$ cat config.mk
export PLATFORM = sky130hd
export DESIGN_NAME = adc_conversion_control
export DESIGN_NICKNAME = d
export VERILOG_FILES = /design/src/hw/adc_ctrl_pkg.sv /design/src/hw/adc_conversion_control.sv
export VERILOG_INCLUDE_DIRS = /design/src /design/src/hw
export SDC_FILE = /design/constraint.sdc
export NUM_CORES = 1
export LEC_CHECK = 0
export ABC_AREA = 1
export BUFFER_PORTS_ARGS = -buffer_cell sky130_fd_sc_hd__buf_2
export CORE_UTILIZATION = 55
export CTS_BUF_LIST = sky130_fd_sc_hd__clkbuf_16
export CTS_CLUSTER_DIAMETER = 50
export DETAILED_ROUTE_END_ITERATION = 8
export HOLD_SLACK_MARGIN = 0.1
export PLACE_DENSITY = 0.79
export SYNTH_ARGS = -nofsm -noshare
export SYNTH_HDL_FRONTEND = slang
export SYNTH_SLANG_ARGS = --single-unit
$ cat constraint.sdc
create_clock -name sys_clk -period 1.6 [get_ports sys_clk]
set_input_delay 0.16 -clock sys_clk [delete_from_list [all_inputs] [get_ports sys_clk]]
set_output_delay 0.16 -clock sys_clk [all_outputs]
set_load 0.03 [all_outputs]
$ cat src/hw/adc_ctrl_defs.svh
// Register offsets, field positions, reset values and timing counts of the converter control
`ifndef ADC_CTRL_DEFS_SVH
`define ADC_CTRL_DEFS_SVH
`define ADDR_OPTION 8'h94
`define ADDR_INT_FLAGS 8'h95
`define ADDR_RES_LO 8'haa
`define ADDR_RES_HI 8'hab
`define ADDR_CHANNEL_SEL 8'hae
`define ADDR_AUX_CTRL 8'hf8
`define ADDR_IRQ_ENABLE 8'hb0
`define ADDR_IRQ_STATUS 8'hb1
`define ADDR_IRQ_CLEAR 8'hb2
`define DIV_MSB 3
`define DIV_LSB 2
`define DONE_BIT 4
`define START_BIT 4
`define BYPASS_BIT 2
`define CH_MSB 7
`define CH_LSB 4
`define CHANNEL_SELECT_REG_RESET 4'hf
`define CONV_CYCLES 6'h32
`define CH_LAST_EXT 4'hb
`define CH_REF 4'hc
`define CH_REF_BUF 4'hd
`define CH_GND 4'he
`endif

$ cat src/hw/adc_ctrl_pkg.sv
// Types shared by the converter control
package adc_ctrl_pkg;
    typedef enum logic [1:0] {
        DIV_32,
        DIV_16,
        DIV_8,
        DIV_4
    } clk_div_t;
    typedef enum logic [1:0] {
        SRC_EXTERNAL,
        SRC_REF,
        SRC_REF_BUF,
        SRC_GROUND
    } mux_src_t;
endpackage : adc_ctrl_pkg

$ cat src/hw/adc_conversion_control.sv
// Converter control: clock divider, start/done sequencing, result registers, channel mux
// Notes on behaviour
// - converter clock is system clock divided by 32, 16, 8 or 4 per select.
// - writing one to the start bit begins conversion; hardware clears it at end.
// - end of conversion sets the done flag; interrupt raised when enabled.
// - done flag clears on a zero write or on writing one to start.
// - a conversion lasts 50 converter clock cycles.
// - result registers load together with the done flag.
// - high register holds bits 11..4; low register bits 7..4 hold bits 3..0.
// - channel codes 0..11 select external inputs zero to eleven.
// - code 12 internal reference, 13 buffered reference, 14 ground.
// - bypass bit zero routes through the op-amp; one bypasses it.
// - software may also clear the start bit by writing zero.
//
// Strobed register access was left to the implementer.
`timescale 1ns/100ps
`default_nettype none
`include "adc_ctrl_defs.svh"
module adc_conversion_control #(
    parameter int RES_BITS = 12
) (
    // Clock, reset, enable
    input wire logic sys_clk,
    input wire logic reset,
    input wire logic clk_en,
    // Register port
    input wire logic [7:0] reg_addr,
    input wire logic [7:0] reg_wdata,
    input wire logic reg_wr,
    input wire logic reg_rd,
    output logic [7:0] reg_rdata,
    // Converter core
    input wire logic [RES_BITS-1:0] core_result,
    output logic conv_clk_tick,
    output logic conv_busy,
    output logic [3:0] analog_input_pins_sel,
    output logic analog_input_en,
    output adc_ctrl_pkg::mux_src_t mux_source,
    output logic opamp_bypass_sel,
    // Interrupt
    output logic irq
);
    import adc_ctrl_pkg::*;

    // The split into high byte and low nibble is wired for twelve bits only
    if (RES_BITS != 12) begin : g_res_bits_check
        $error("adc_conversion_control supports only a 12-bit result");
    end

    // Software-visible state
    clk_div_t conv_clock_divider_sel_reg;
    clk_div_t conv_clock_divider_sel_next;
    logic conv_start_bit_reg;
    logic conv_start_bit_next;
    logic conv_done_flag_reg;
    logic conv_done_flag_next;
    logic opamp_bypass_sel_reg;
    logic opamp_bypass_sel_next;
    logic [3:0] input_channel_sel_reg;
    logic [3:0] input_channel_sel_next;
    logic [7:0] result_high_byte_reg;
    logic [7:0] result_high_byte_next;
    logic [3:0] result_low_nibble_reg;
    logic [3:0] result_low_nibble_next;
    logic irq_enable_reg;
    logic irq_enable_next;
    logic irq_status_reg;
    logic irq_status_next;
    // Conversion engine
    logic [4:0] div_cnt_reg;
    logic [4:0] div_cnt_next;
    logic [5:0] cyc_cnt_reg;
    logic [5:0] cyc_cnt_next;
    logic tick_reg;
    logic tick_next;
    // Outputs
    logic [7:0] reg_rdata_next;
    logic irq_next;
    logic [3:0] pins_sel_next;
    logic input_en_next;
    mux_src_t mux_source_next;

    // Decoded strobes and the prescaler terminal count
    logic [4:0] div_top;
    logic wr_aux;
    logic wr_flg;
    logic wr_option;
    logic wr_channel_select_reg;
    logic wr_irq_en;
    logic wr_irq_clr;
    logic start_wr;
    logic conv_end;

    // Terminal count of the prescaler; every select code is legal
    always_comb begin
        unique case (conv_clock_divider_sel_reg)
            DIV_32: div_top = 5'h1f;
            DIV_16: div_top = 5'h0f;
            DIV_8: div_top = 5'h07;
            DIV_4: div_top = 5'h03;
        endcase
    end

    // Register decode, shared by the configuration, conversion and engine groups below; the read path decodes the address itself
    always_comb begin
        wr_aux = reg_wr && (reg_addr == `ADDR_AUX_CTRL);
        wr_flg = reg_wr && (reg_addr == `ADDR_INT_FLAGS);
        wr_option = reg_wr && (reg_addr == `ADDR_OPTION);
        wr_channel_select_reg = reg_wr && (reg_addr == `ADDR_CHANNEL_SEL);
        wr_irq_en = reg_wr && (reg_addr == `ADDR_IRQ_ENABLE);
        wr_irq_clr = reg_wr && (reg_addr == `ADDR_IRQ_CLEAR) && reg_wdata[`DONE_BIT];
        start_wr = wr_aux && reg_wdata[`START_BIT];
        // Last converter clock edge of the 50 ends the conversion
        conv_end = conv_start_bit_reg && tick_reg && (cyc_cnt_reg == `CONV_CYCLES - 6'h01);
    end

    // Configuration group: written by software only
    always_comb begin
        conv_clock_divider_sel_next = conv_clock_divider_sel_reg;
        opamp_bypass_sel_next = opamp_bypass_sel_reg;
        input_channel_sel_next = input_channel_sel_reg;
        irq_enable_next = irq_enable_reg;
        // A new divider applies at once to the running prescaler count, even mid-conversion
        if (wr_option) begin
            conv_clock_divider_sel_next = clk_div_t'(reg_wdata[`DIV_MSB:`DIV_LSB]);
        end
        if (wr_channel_select_reg) begin
            input_channel_sel_next = reg_wdata[`CH_MSB:`CH_LSB];
        end
        if (wr_irq_en) begin
            irq_enable_next = reg_wdata[`DONE_BIT];
        end
        if (wr_aux) begin
            opamp_bypass_sel_next = reg_wdata[`BYPASS_BIT];
        end
    end

    // Conversion group: start bit, done flag, interrupt status and results
    always_comb begin
        conv_start_bit_next = conv_start_bit_reg;
        conv_done_flag_next = conv_done_flag_reg;
        irq_status_next = irq_status_reg;
        result_high_byte_next = result_high_byte_reg;
        result_low_nibble_next = result_low_nibble_reg;
        if (wr_aux) begin
            conv_start_bit_next = reg_wdata[`START_BIT];
        end else if (conv_end) begin
            conv_start_bit_next = 1'b0;
        end
        // Zero write to the flag, or a start write, clears it; writing one has no effect
        if ((wr_flg && !reg_wdata[`DONE_BIT]) || start_wr) begin
            conv_done_flag_next = 1'b0;
        end
        if (wr_irq_clr) begin
            irq_status_next = 1'b0;
        end
        // Set after the clears so an end of conversion beats a same-cycle clear;
        // a control write in the final cycle aborts or restarts, so it loads nothing
        if (conv_end && !wr_aux) begin
            conv_done_flag_next = 1'b1;
            irq_status_next = 1'b1;
            result_high_byte_next = core_result[11:4];
            result_low_nibble_next = core_result[3:0];
        end
    end

    always_comb begin
        div_cnt_next = div_cnt_reg;
        cyc_cnt_next = cyc_cnt_reg;
        tick_next = 1'b0;
        // Prescaler runs only while converting, so the first tick is a full period after start
        if (!conv_start_bit_reg || start_wr) begin
            // Idle, or restart: counters begin fresh
            div_cnt_next = 5'h00;
            cyc_cnt_next = 6'h00;
        end else begin
            if (div_cnt_reg >= div_top) begin
                div_cnt_next = 5'h00;
                tick_next = 1'b1;
            end else begin
                div_cnt_next = div_cnt_reg + 5'h01;
            end
            if (tick_reg) begin
                cyc_cnt_next = cyc_cnt_reg + 6'h01;
            end
        end
    end

    // Zero outside the read slot, so a stale value never lingers on the bus
    always_comb begin
        reg_rdata_next = 8'h00;
        if (reg_rd) begin
            unique case (reg_addr)
                `ADDR_OPTION: reg_rdata_next[`DIV_MSB:`DIV_LSB] = conv_clock_divider_sel_reg;
                `ADDR_INT_FLAGS: reg_rdata_next[`DONE_BIT] = conv_done_flag_reg;
                `ADDR_RES_LO: reg_rdata_next[`CH_MSB:`CH_LSB] = result_low_nibble_reg;
                `ADDR_RES_HI: reg_rdata_next = result_high_byte_reg;
                `ADDR_CHANNEL_SEL: reg_rdata_next[`CH_MSB:`CH_LSB] = input_channel_sel_reg;
                `ADDR_AUX_CTRL: begin
                    reg_rdata_next[`START_BIT] = conv_start_bit_reg;
                    reg_rdata_next[`BYPASS_BIT] = opamp_bypass_sel_reg;
                end
                `ADDR_IRQ_ENABLE: reg_rdata_next[`DONE_BIT] = irq_enable_reg;
                `ADDR_IRQ_STATUS: reg_rdata_next[`DONE_BIT] = irq_status_reg;
                `ADDR_IRQ_CLEAR: reg_rdata_next = 8'h00;
                default: reg_rdata_next = 8'h00;
            endcase
        end
    end

    always_comb begin
        irq_next = irq_status_next && irq_enable_next;
        pins_sel_next = 4'h0;
        input_en_next = 1'b0;
        // Decoded from the next code so the mux follows a channel write with no extra cycle
        if (input_channel_sel_next <= `CH_LAST_EXT) begin
            mux_source_next = SRC_EXTERNAL;
            pins_sel_next = input_channel_sel_next;
            input_en_next = 1'b1;
        end else if (input_channel_sel_next == `CH_REF) begin
            mux_source_next = SRC_REF;
        end else if (input_channel_sel_next == `CH_REF_BUF) begin
            mux_source_next = SRC_REF_BUF;
        end else begin
            mux_source_next = SRC_GROUND;
        end
    end

    // Configuration group
    always_ff @(posedge sys_clk or posedge reset) begin
        if (reset) begin
            conv_clock_divider_sel_reg <= DIV_32;
            opamp_bypass_sel_reg <= 1'b0;
            input_channel_sel_reg <= `CHANNEL_SELECT_REG_RESET;
            irq_enable_reg <= 1'b0;
        end else if (clk_en) begin
            conv_clock_divider_sel_reg <= conv_clock_divider_sel_next;
            opamp_bypass_sel_reg <= opamp_bypass_sel_next;
            input_channel_sel_reg <= input_channel_sel_next;
            irq_enable_reg <= irq_enable_next;
        end
    end

    // Conversion group
    always_ff @(posedge sys_clk or posedge reset) begin
        if (reset) begin
            conv_start_bit_reg <= 1'b0;
            conv_done_flag_reg <= 1'b0;
            irq_status_reg <= 1'b0;
            result_high_byte_reg <= 8'h00;
            result_low_nibble_reg <= 4'h0;
        end else if (clk_en) begin
            conv_start_bit_reg <= conv_start_bit_next;
            conv_done_flag_reg <= conv_done_flag_next;
            irq_status_reg <= irq_status_next;
            result_high_byte_reg <= result_high_byte_next;
            result_low_nibble_reg <= result_low_nibble_next;
        end
    end

    // Engine group
    always_ff @(posedge sys_clk or posedge reset) begin
        if (reset) begin
            div_cnt_reg <= 5'h00;
            cyc_cnt_reg <= 6'h00;
            tick_reg <= 1'b0;
        end else if (clk_en) begin
            div_cnt_reg <= div_cnt_next;
            cyc_cnt_reg <= cyc_cnt_next;
            tick_reg <= tick_next;
        end
    end

    // Output group: every port is a flop, loaded from the next values of its source
    // Busy follows the next start bit, so it rises with the start write itself
    always_ff @(posedge sys_clk or posedge reset) begin
        if (reset) begin
            reg_rdata <= 8'h00;
            irq <= 1'b0;
            analog_input_pins_sel <= 4'h0;
            analog_input_en <= 1'b0;
            mux_source <= SRC_GROUND;
            opamp_bypass_sel <= 1'b0;
            conv_clk_tick <= 1'b0;
            conv_busy <= 1'b0;
        end else if (clk_en) begin
            reg_rdata <= reg_rdata_next;
            irq <= irq_next;
            analog_input_pins_sel <= pins_sel_next;
            analog_input_en <= input_en_next;
            mux_source <= mux_source_next;
            opamp_bypass_sel <= opamp_bypass_sel_next;
            conv_clk_tick <= tick_next;
            conv_busy <= conv_start_bit_next;
        end
    end
endmodule : adc_conversion_control
`default_nettype wire

# ---- Word level (Yosys, flattened, before mapping)
# Cells that the tools add are included.
dict set report op_classes {
  shifts 0
  n_bitwise 0
  addsub 2
  magnitude_cmp 2
  reduce_logical 28
  div 0
  n_eq_ne 15
  n_mux 27
  multipliers 0
}
# operator n
set op_table {}
lappend op_table {{$eq 8x8->1 const B} 9}
lappend op_table {{$pmux 5 s4} 1}
lappend op_table {{$logic_and 1x1->1} 13}
lappend op_table {{$mux 1} 12}
lappend op_table {{$mux 6} 2}
lappend op_table {{$reduce_and 2->1} 6}
lappend op_table {{$mux 5} 2}
lappend op_table {{$pmux 3 s3} 1}
lappend op_table {{$eq 4x4->1 const B} 2}
lappend op_table {{$mux 4} 2}
lappend op_table {{$mux 8} 1}
lappend op_table {{$pmux 1 s7} 1}
lappend op_table {{$add 6x1->6 const B} 1}
lappend op_table {{$eq 6x6->1 const B} 1}
lappend op_table {{$mux 2} 3}
lappend op_table {{$reduce_bool 2->1} 3}
lappend op_table {{$add 5x1->5 const B} 1}
lappend op_table {{$ge 5x5->1} 1}
lappend op_table {{$eq 2x2->1 const B} 2}
lappend op_table {{$le 4x4->1 const B} 1}
lappend op_table {{$logic_not 1->1} 3}
lappend op_table {{$pmux 1 s3} 1}
lappend op_table {{$eq 2x1->1 const B} 1}
lappend op_table {{$logic_not 2->1} 1}
lappend op_table {{2 further kinds} 3}
dict set report totals {
  mem_bits_ro 0
  ramBits 0
  latch_bits 0
  memories 0
  output_inout_bits 19
  wordCells 91
  reg_bits 51
  in_bits 33
}

# ---- Longest topological paths before layout
dict set report logic_depth {
  word_depth 7
  mapped_depth 10
  ltp_nobuf 10
}

# ---- Worst setup path before layout
# OpenSTA, ideal clock, no wires.
dict set report synth_timing {
  path_type {register -> register}
  startpoint {reg conv_clock_divider_sel_reg[1]}
  endpoint {reg div_cnt_reg[0]}
  path_slack_ns 0.135
  t_arrival_ns 1.382
  period_less_slack_ns 1.465
  setup_ns 0.083
  t_required_ns 1.517
  stages_incl_launch_ff 11
  n_path_buf 0
  cell_sequence {dfrtp_1 inv_1 nand2_1 ha_1 nand2_1 inv_1 nand4_1 nand3_1 nor2_1 nand3_1 o21ai_0}
}
dict set report synth_between {
  elab_chain_len 5
  elab_cells_between_ends 8
  cone_classes {1 x order compare; 3 x eq/ne; 3 x mux; 1 x reduce/logical}
}
# item line_no
set synth_rtl {}
lappend synth_rtl {{start: declaration} adc_conversion_control.sv:51} ;# clk_div_t conv_clock_divider_sel_reg;
lappend synth_rtl {{start signal: assignment} adc_conversion_control.sv:237} ;# conv_clock_divider_sel_reg <= conv_clock_divider_sel_next;
lappend synth_rtl {{$eq 2x2->1 (tied with other cells)} adc_conversion_control.sv:96} ;# unique case (conv_clock_divider_sel_reg)
lappend synth_rtl {{$pmux 5 s4 *} adc_conversion_control.sv:96}
lappend synth_rtl {{$ge 5x5->1 *} adc_conversion_control.sv:177} ;# if (div_cnt_reg >= div_top) begin
lappend synth_rtl {{$mux 5 *} adc_conversion_control.sv:177}
lappend synth_rtl {{$mux 5 *} adc_conversion_control.sv:172} ;# if (!conv_start_bit_reg || start_wr) begin
lappend synth_rtl {{end signal: assignment} adc_conversion_control.sv:268} ;# div_cnt_reg <= div_cnt_next;
lappend synth_rtl {{end: declaration} adc_conversion_control.sv:70} ;# logic [4:0] div_cnt_reg;
# Every way passes the cells marked *; elsewhere a longest branch is shown, timed or not. The select of a mux whose other input is x is not followed.
# A chain may end at the register's enable or synchronous reset.

# ---- Worst setup path in the final report
dict set report layout_timing {
  startpoint {reg conv_clock_divider_sel_reg[1]}
  endpoint {reg div_cnt_reg[3]}
}
# The elaborated chain is that of the path after synthesis.

==> impl_results.md <==
- Post-synth EDFFs: 0
- Worst hold margin: 0.109 ns
- Die H: 74.3 µm
- Chip width: 74.3 µm
- Ys flop type: dfrtp_1
- DRT antenna net count: 0
- Router iterations before antenna repair: 5
- Internal: 2.03 mW
- Vias: 2,715
- Final setup viols: 0
- Slowest-stage cell, CP: dfrtp_1
- Initial core utilization: 0.590
- Sequential element share of the synthesized area: 0.446
- Worst-path cell chain: inv_2 > nand2_2 > ha_4 > nand2_1 > inv_1 > nand4_1 > nand3_2 > nor2_4 > nand3_1 > o21ai_0
- ANT cells: 0
- Status: finished clean
- Vias in the first global route: 2,578
- Layout cells sized above 1: 0.223
- Die area: 5530 µm²
- Nets@finish: 496
- Fin worst setup slack: 0.0408 ns
- R2R cell count: 10
- Syn Inst Count: 388
- Routability cong.: 0.884
- Clk Latency, worst-skew pair: 0.29 ns
- Num CTS Buffers: 5
- H-tree depth: 2
- First-pass GRT wire length: 11.5 mm
- FILL cells: 387
- TritonCTS clock tree: yes
- Largest net degree at the start of global routing: 28
- Fmax: 641 MHz
- Crit path to: div_cnt_reg[3]
- Initial antenna violation count: 0
- Mapped Area: 2880 µm²
- CP Data Arrival Time: 1.72 ns
- R2R Path Start: conv_clock_divider_sel_reg[1]
- Yosys reg bits: 51
- WL per Instance: 13.0 µm
- DPL Wire Length: 4.94 mm
- Nature of the critical path startpoint: flop
- Worst Skew: 0.00297 ns
- Top cells by count, synth: nand2_1 (155), dfrtp_1 (45), inv_1 (38)
- Worst path required time: 1.77 ns
- Area Overhead vs Synth: 22.8%
- Sw Share: 0.260
- Mapped Nets: 427
- Clock buffer depth: 2
- Hold WC Path Type: input pin to flop
- Top cell type's share of synthesized area: 0.391
- Core box area: 4880 µm²
- Worst setup path start: conv_clock_divider_sel_reg[1]
- Initial DRC count: 160
- Post-route DRC: 0
- Drt via density: 5.17
- Worst relative slew slack: 0.678
- Peak per-stage delay on the critical path: 0.42 ns
- Clock root cell: clkbuf_16
- Slew @ Worst Pin: 0.481 ns
- Max-cap violations: 0
- Unique masters post-synth: 32
- Syn Area/Cell: 7.42 µm²
- Ys async rst share: 1.00
- Pins Over Slew Limit: 0
- PD cells: 776 nW/µm²
- Clock sinks: 51
- IO buf count: 49
- Sequential share of power: 0.499
- Fin crit share: 0.975
- Yosys warns: 0
- Total Wirelength: 6.83 mm
- Largest area contributor in the netlist: dfrtp_1
- Sw Pwr: 713 µW
- Most common cell in the netlist: nand2_1
- Post-Place Worst Slack: -0.0950 ns
- RR Endpoint: div_cnt_reg[3]
- Clock share of power: 0.370
- Max IR drop VDD: 495 µV
- Kind of critical path: flop to flop
- Reg2Reg Setup Slack: 0.04 ns
- Clock slew at reported path FFs: 0.06 ns
- I/O pin count: 52
- Final min period: 1.56 ns
- Congestion Overflow GR: 0
- Combinational share of power: 0.131
- Setup crit end kind: flop
- GR Util All Layers: 0.273
- Final Hold Viols: 0
- Synth area leaders: dfrtp_1 (39%), nand2_1 (20%), nand3_1 (5.9%), dfstp_2 (5.5%), inv_1 (5.0%)
- Static Leak: 1.94 nW
- FP Rows: 25
- Crit path max fanout: 5
==> logic make-up (layout without fill, tap and decap cells) <==
logic type | count (synthesis) | count (layout) | share of synthesized area
flops | 51 | 51 | 0.446
simple gates | 247 | 247 | 0.380
buf+inv | 48 | 118 | 0.0687
fa+ha+maj | 6 | 6 | 0.0261
xor+xnor | 6 | 6 | 0.0183
compound gates | 30 | 30 | 0.0609
==> area by class of cell <==
type / count / area [µm²] / area share
multi-input cells: 289 / 1440 / 0.406
flip-flops and latches: 51 / 1280 / 0.363
inverters: 40 / 150 / 0.0425
repair buffers: 70 / 443 / 0.125
clock buffers: 5 / 125 / 0.0354
well taps: 67 / 83.8 / 0.0237
clock inverters: 3 / 12.5 / 0.00354
==> metal layers <==
layer,up-vias,share of wire,track usage
li1,1360,-,-
met1,1246,0.42,0.346
met2,98,0.51,0.485
met3,11,0.049,0.0420
met4,0,0.015,0.0776
met5,-,0,0
==> repair_timing <==
action                                  CTS  global route
resized for setup                         3             8
hold buffers                             11             0
endpoints found under the setup margin    5            16
pin swaps                                 0             3
buffers inserted                          0             1
hold endpoints to repair                 55             0
==> per-stage QoR <==
stage / setup TNS [ns] / util / std cells / total power, mW / instance area (µm²)
floorplan: 0 / - / 388 / 1.60 / 2880
global placement: -0.0210 / 0.664 / 505 / 1.72 / 3240
detailed placement: -0.369 / 0.664 / 505 / 1.73 / 3240
CTS: -0.00805 / 0.716 / 524 / 2.75 / 3490
global route: -0.0440 / 0.724 / 525 / 2.85 / 3530
finish: 0 / 0.724 / 525 / 2.74 / 3530
==> critical path, delay by kind of cell, from the launching register on <==
kind / cells / cell delay, ns
and+or+nand+nor: 6 / 0.50
DFF: 1 / 0.42
buffers and inverters: 2 / 0.16
AOI/OAI and AO/OA: 1 / 0.08
adders and majority gates: 1 / 0.28
==> power groups by stage <==
| stage | Clock, mW | Combinational, mW | Sequential [mW] |
|---|---|---|---|
| floorplan | 0 | 0.171 | 1.43 |
| detailed placement | 0 | 0.335 | 1.39 |
| CTS | 1.03 | 0.357 | 1.37 |
| global placement | 0 | 0.326 | 1.39 |
| finish | 1.02 | 0.359 | 1.37 |
| global route | 1.08 | 0.402 | 1.37 |
==> worst min path at each step <==
stage / startpoint / end / slack (ns) / cells after the start
3_5_place_dp: reset / analog_input_en / 0.24 / 3
2_1_floorplan: core_result[4] / result_high_byte_reg[0] / 0.28 / 2
3_3_place_gp: reset / analog_input_en / 0.22 / 3
6_report: core_result[7] / result_high_byte_reg[3] / 0.11 / 3
5_1_grt: core_result[7] / result_high_byte_reg[3] / 0.13 / 3
4_1_cts: core_result[7] / result_high_byte_reg[3] / 0.11 / 3
==> cell usage in the layout, fill, tap and decap left out, types with 2 or more instances in the layout <==
cell           Yosys  final
clkbuf_16          0      5
nor2_4             3      4
dfstp_2            6      6
nor3_1             2      2
inv_1             38     38
nand2_2            4      5
xor2_1             6      6
nand3b_1           2      2
a21oi_1            4      3
buf_4              2      9
dlygate4sd3_1      0     11
nand3_1           34     33
nand3_2            1      2
o21ai_2            2      3
o21ai_1            2      2
nor2_1            30     27
nor2_2             4      6
buf_2              2     49
nand4_1            8      8
inv_2              2      4
o21ai_0           18     17
nand2_1          155    154
ha_1               6      5
dfrtp_1           45     45
(Power assumes the default switching activity.)
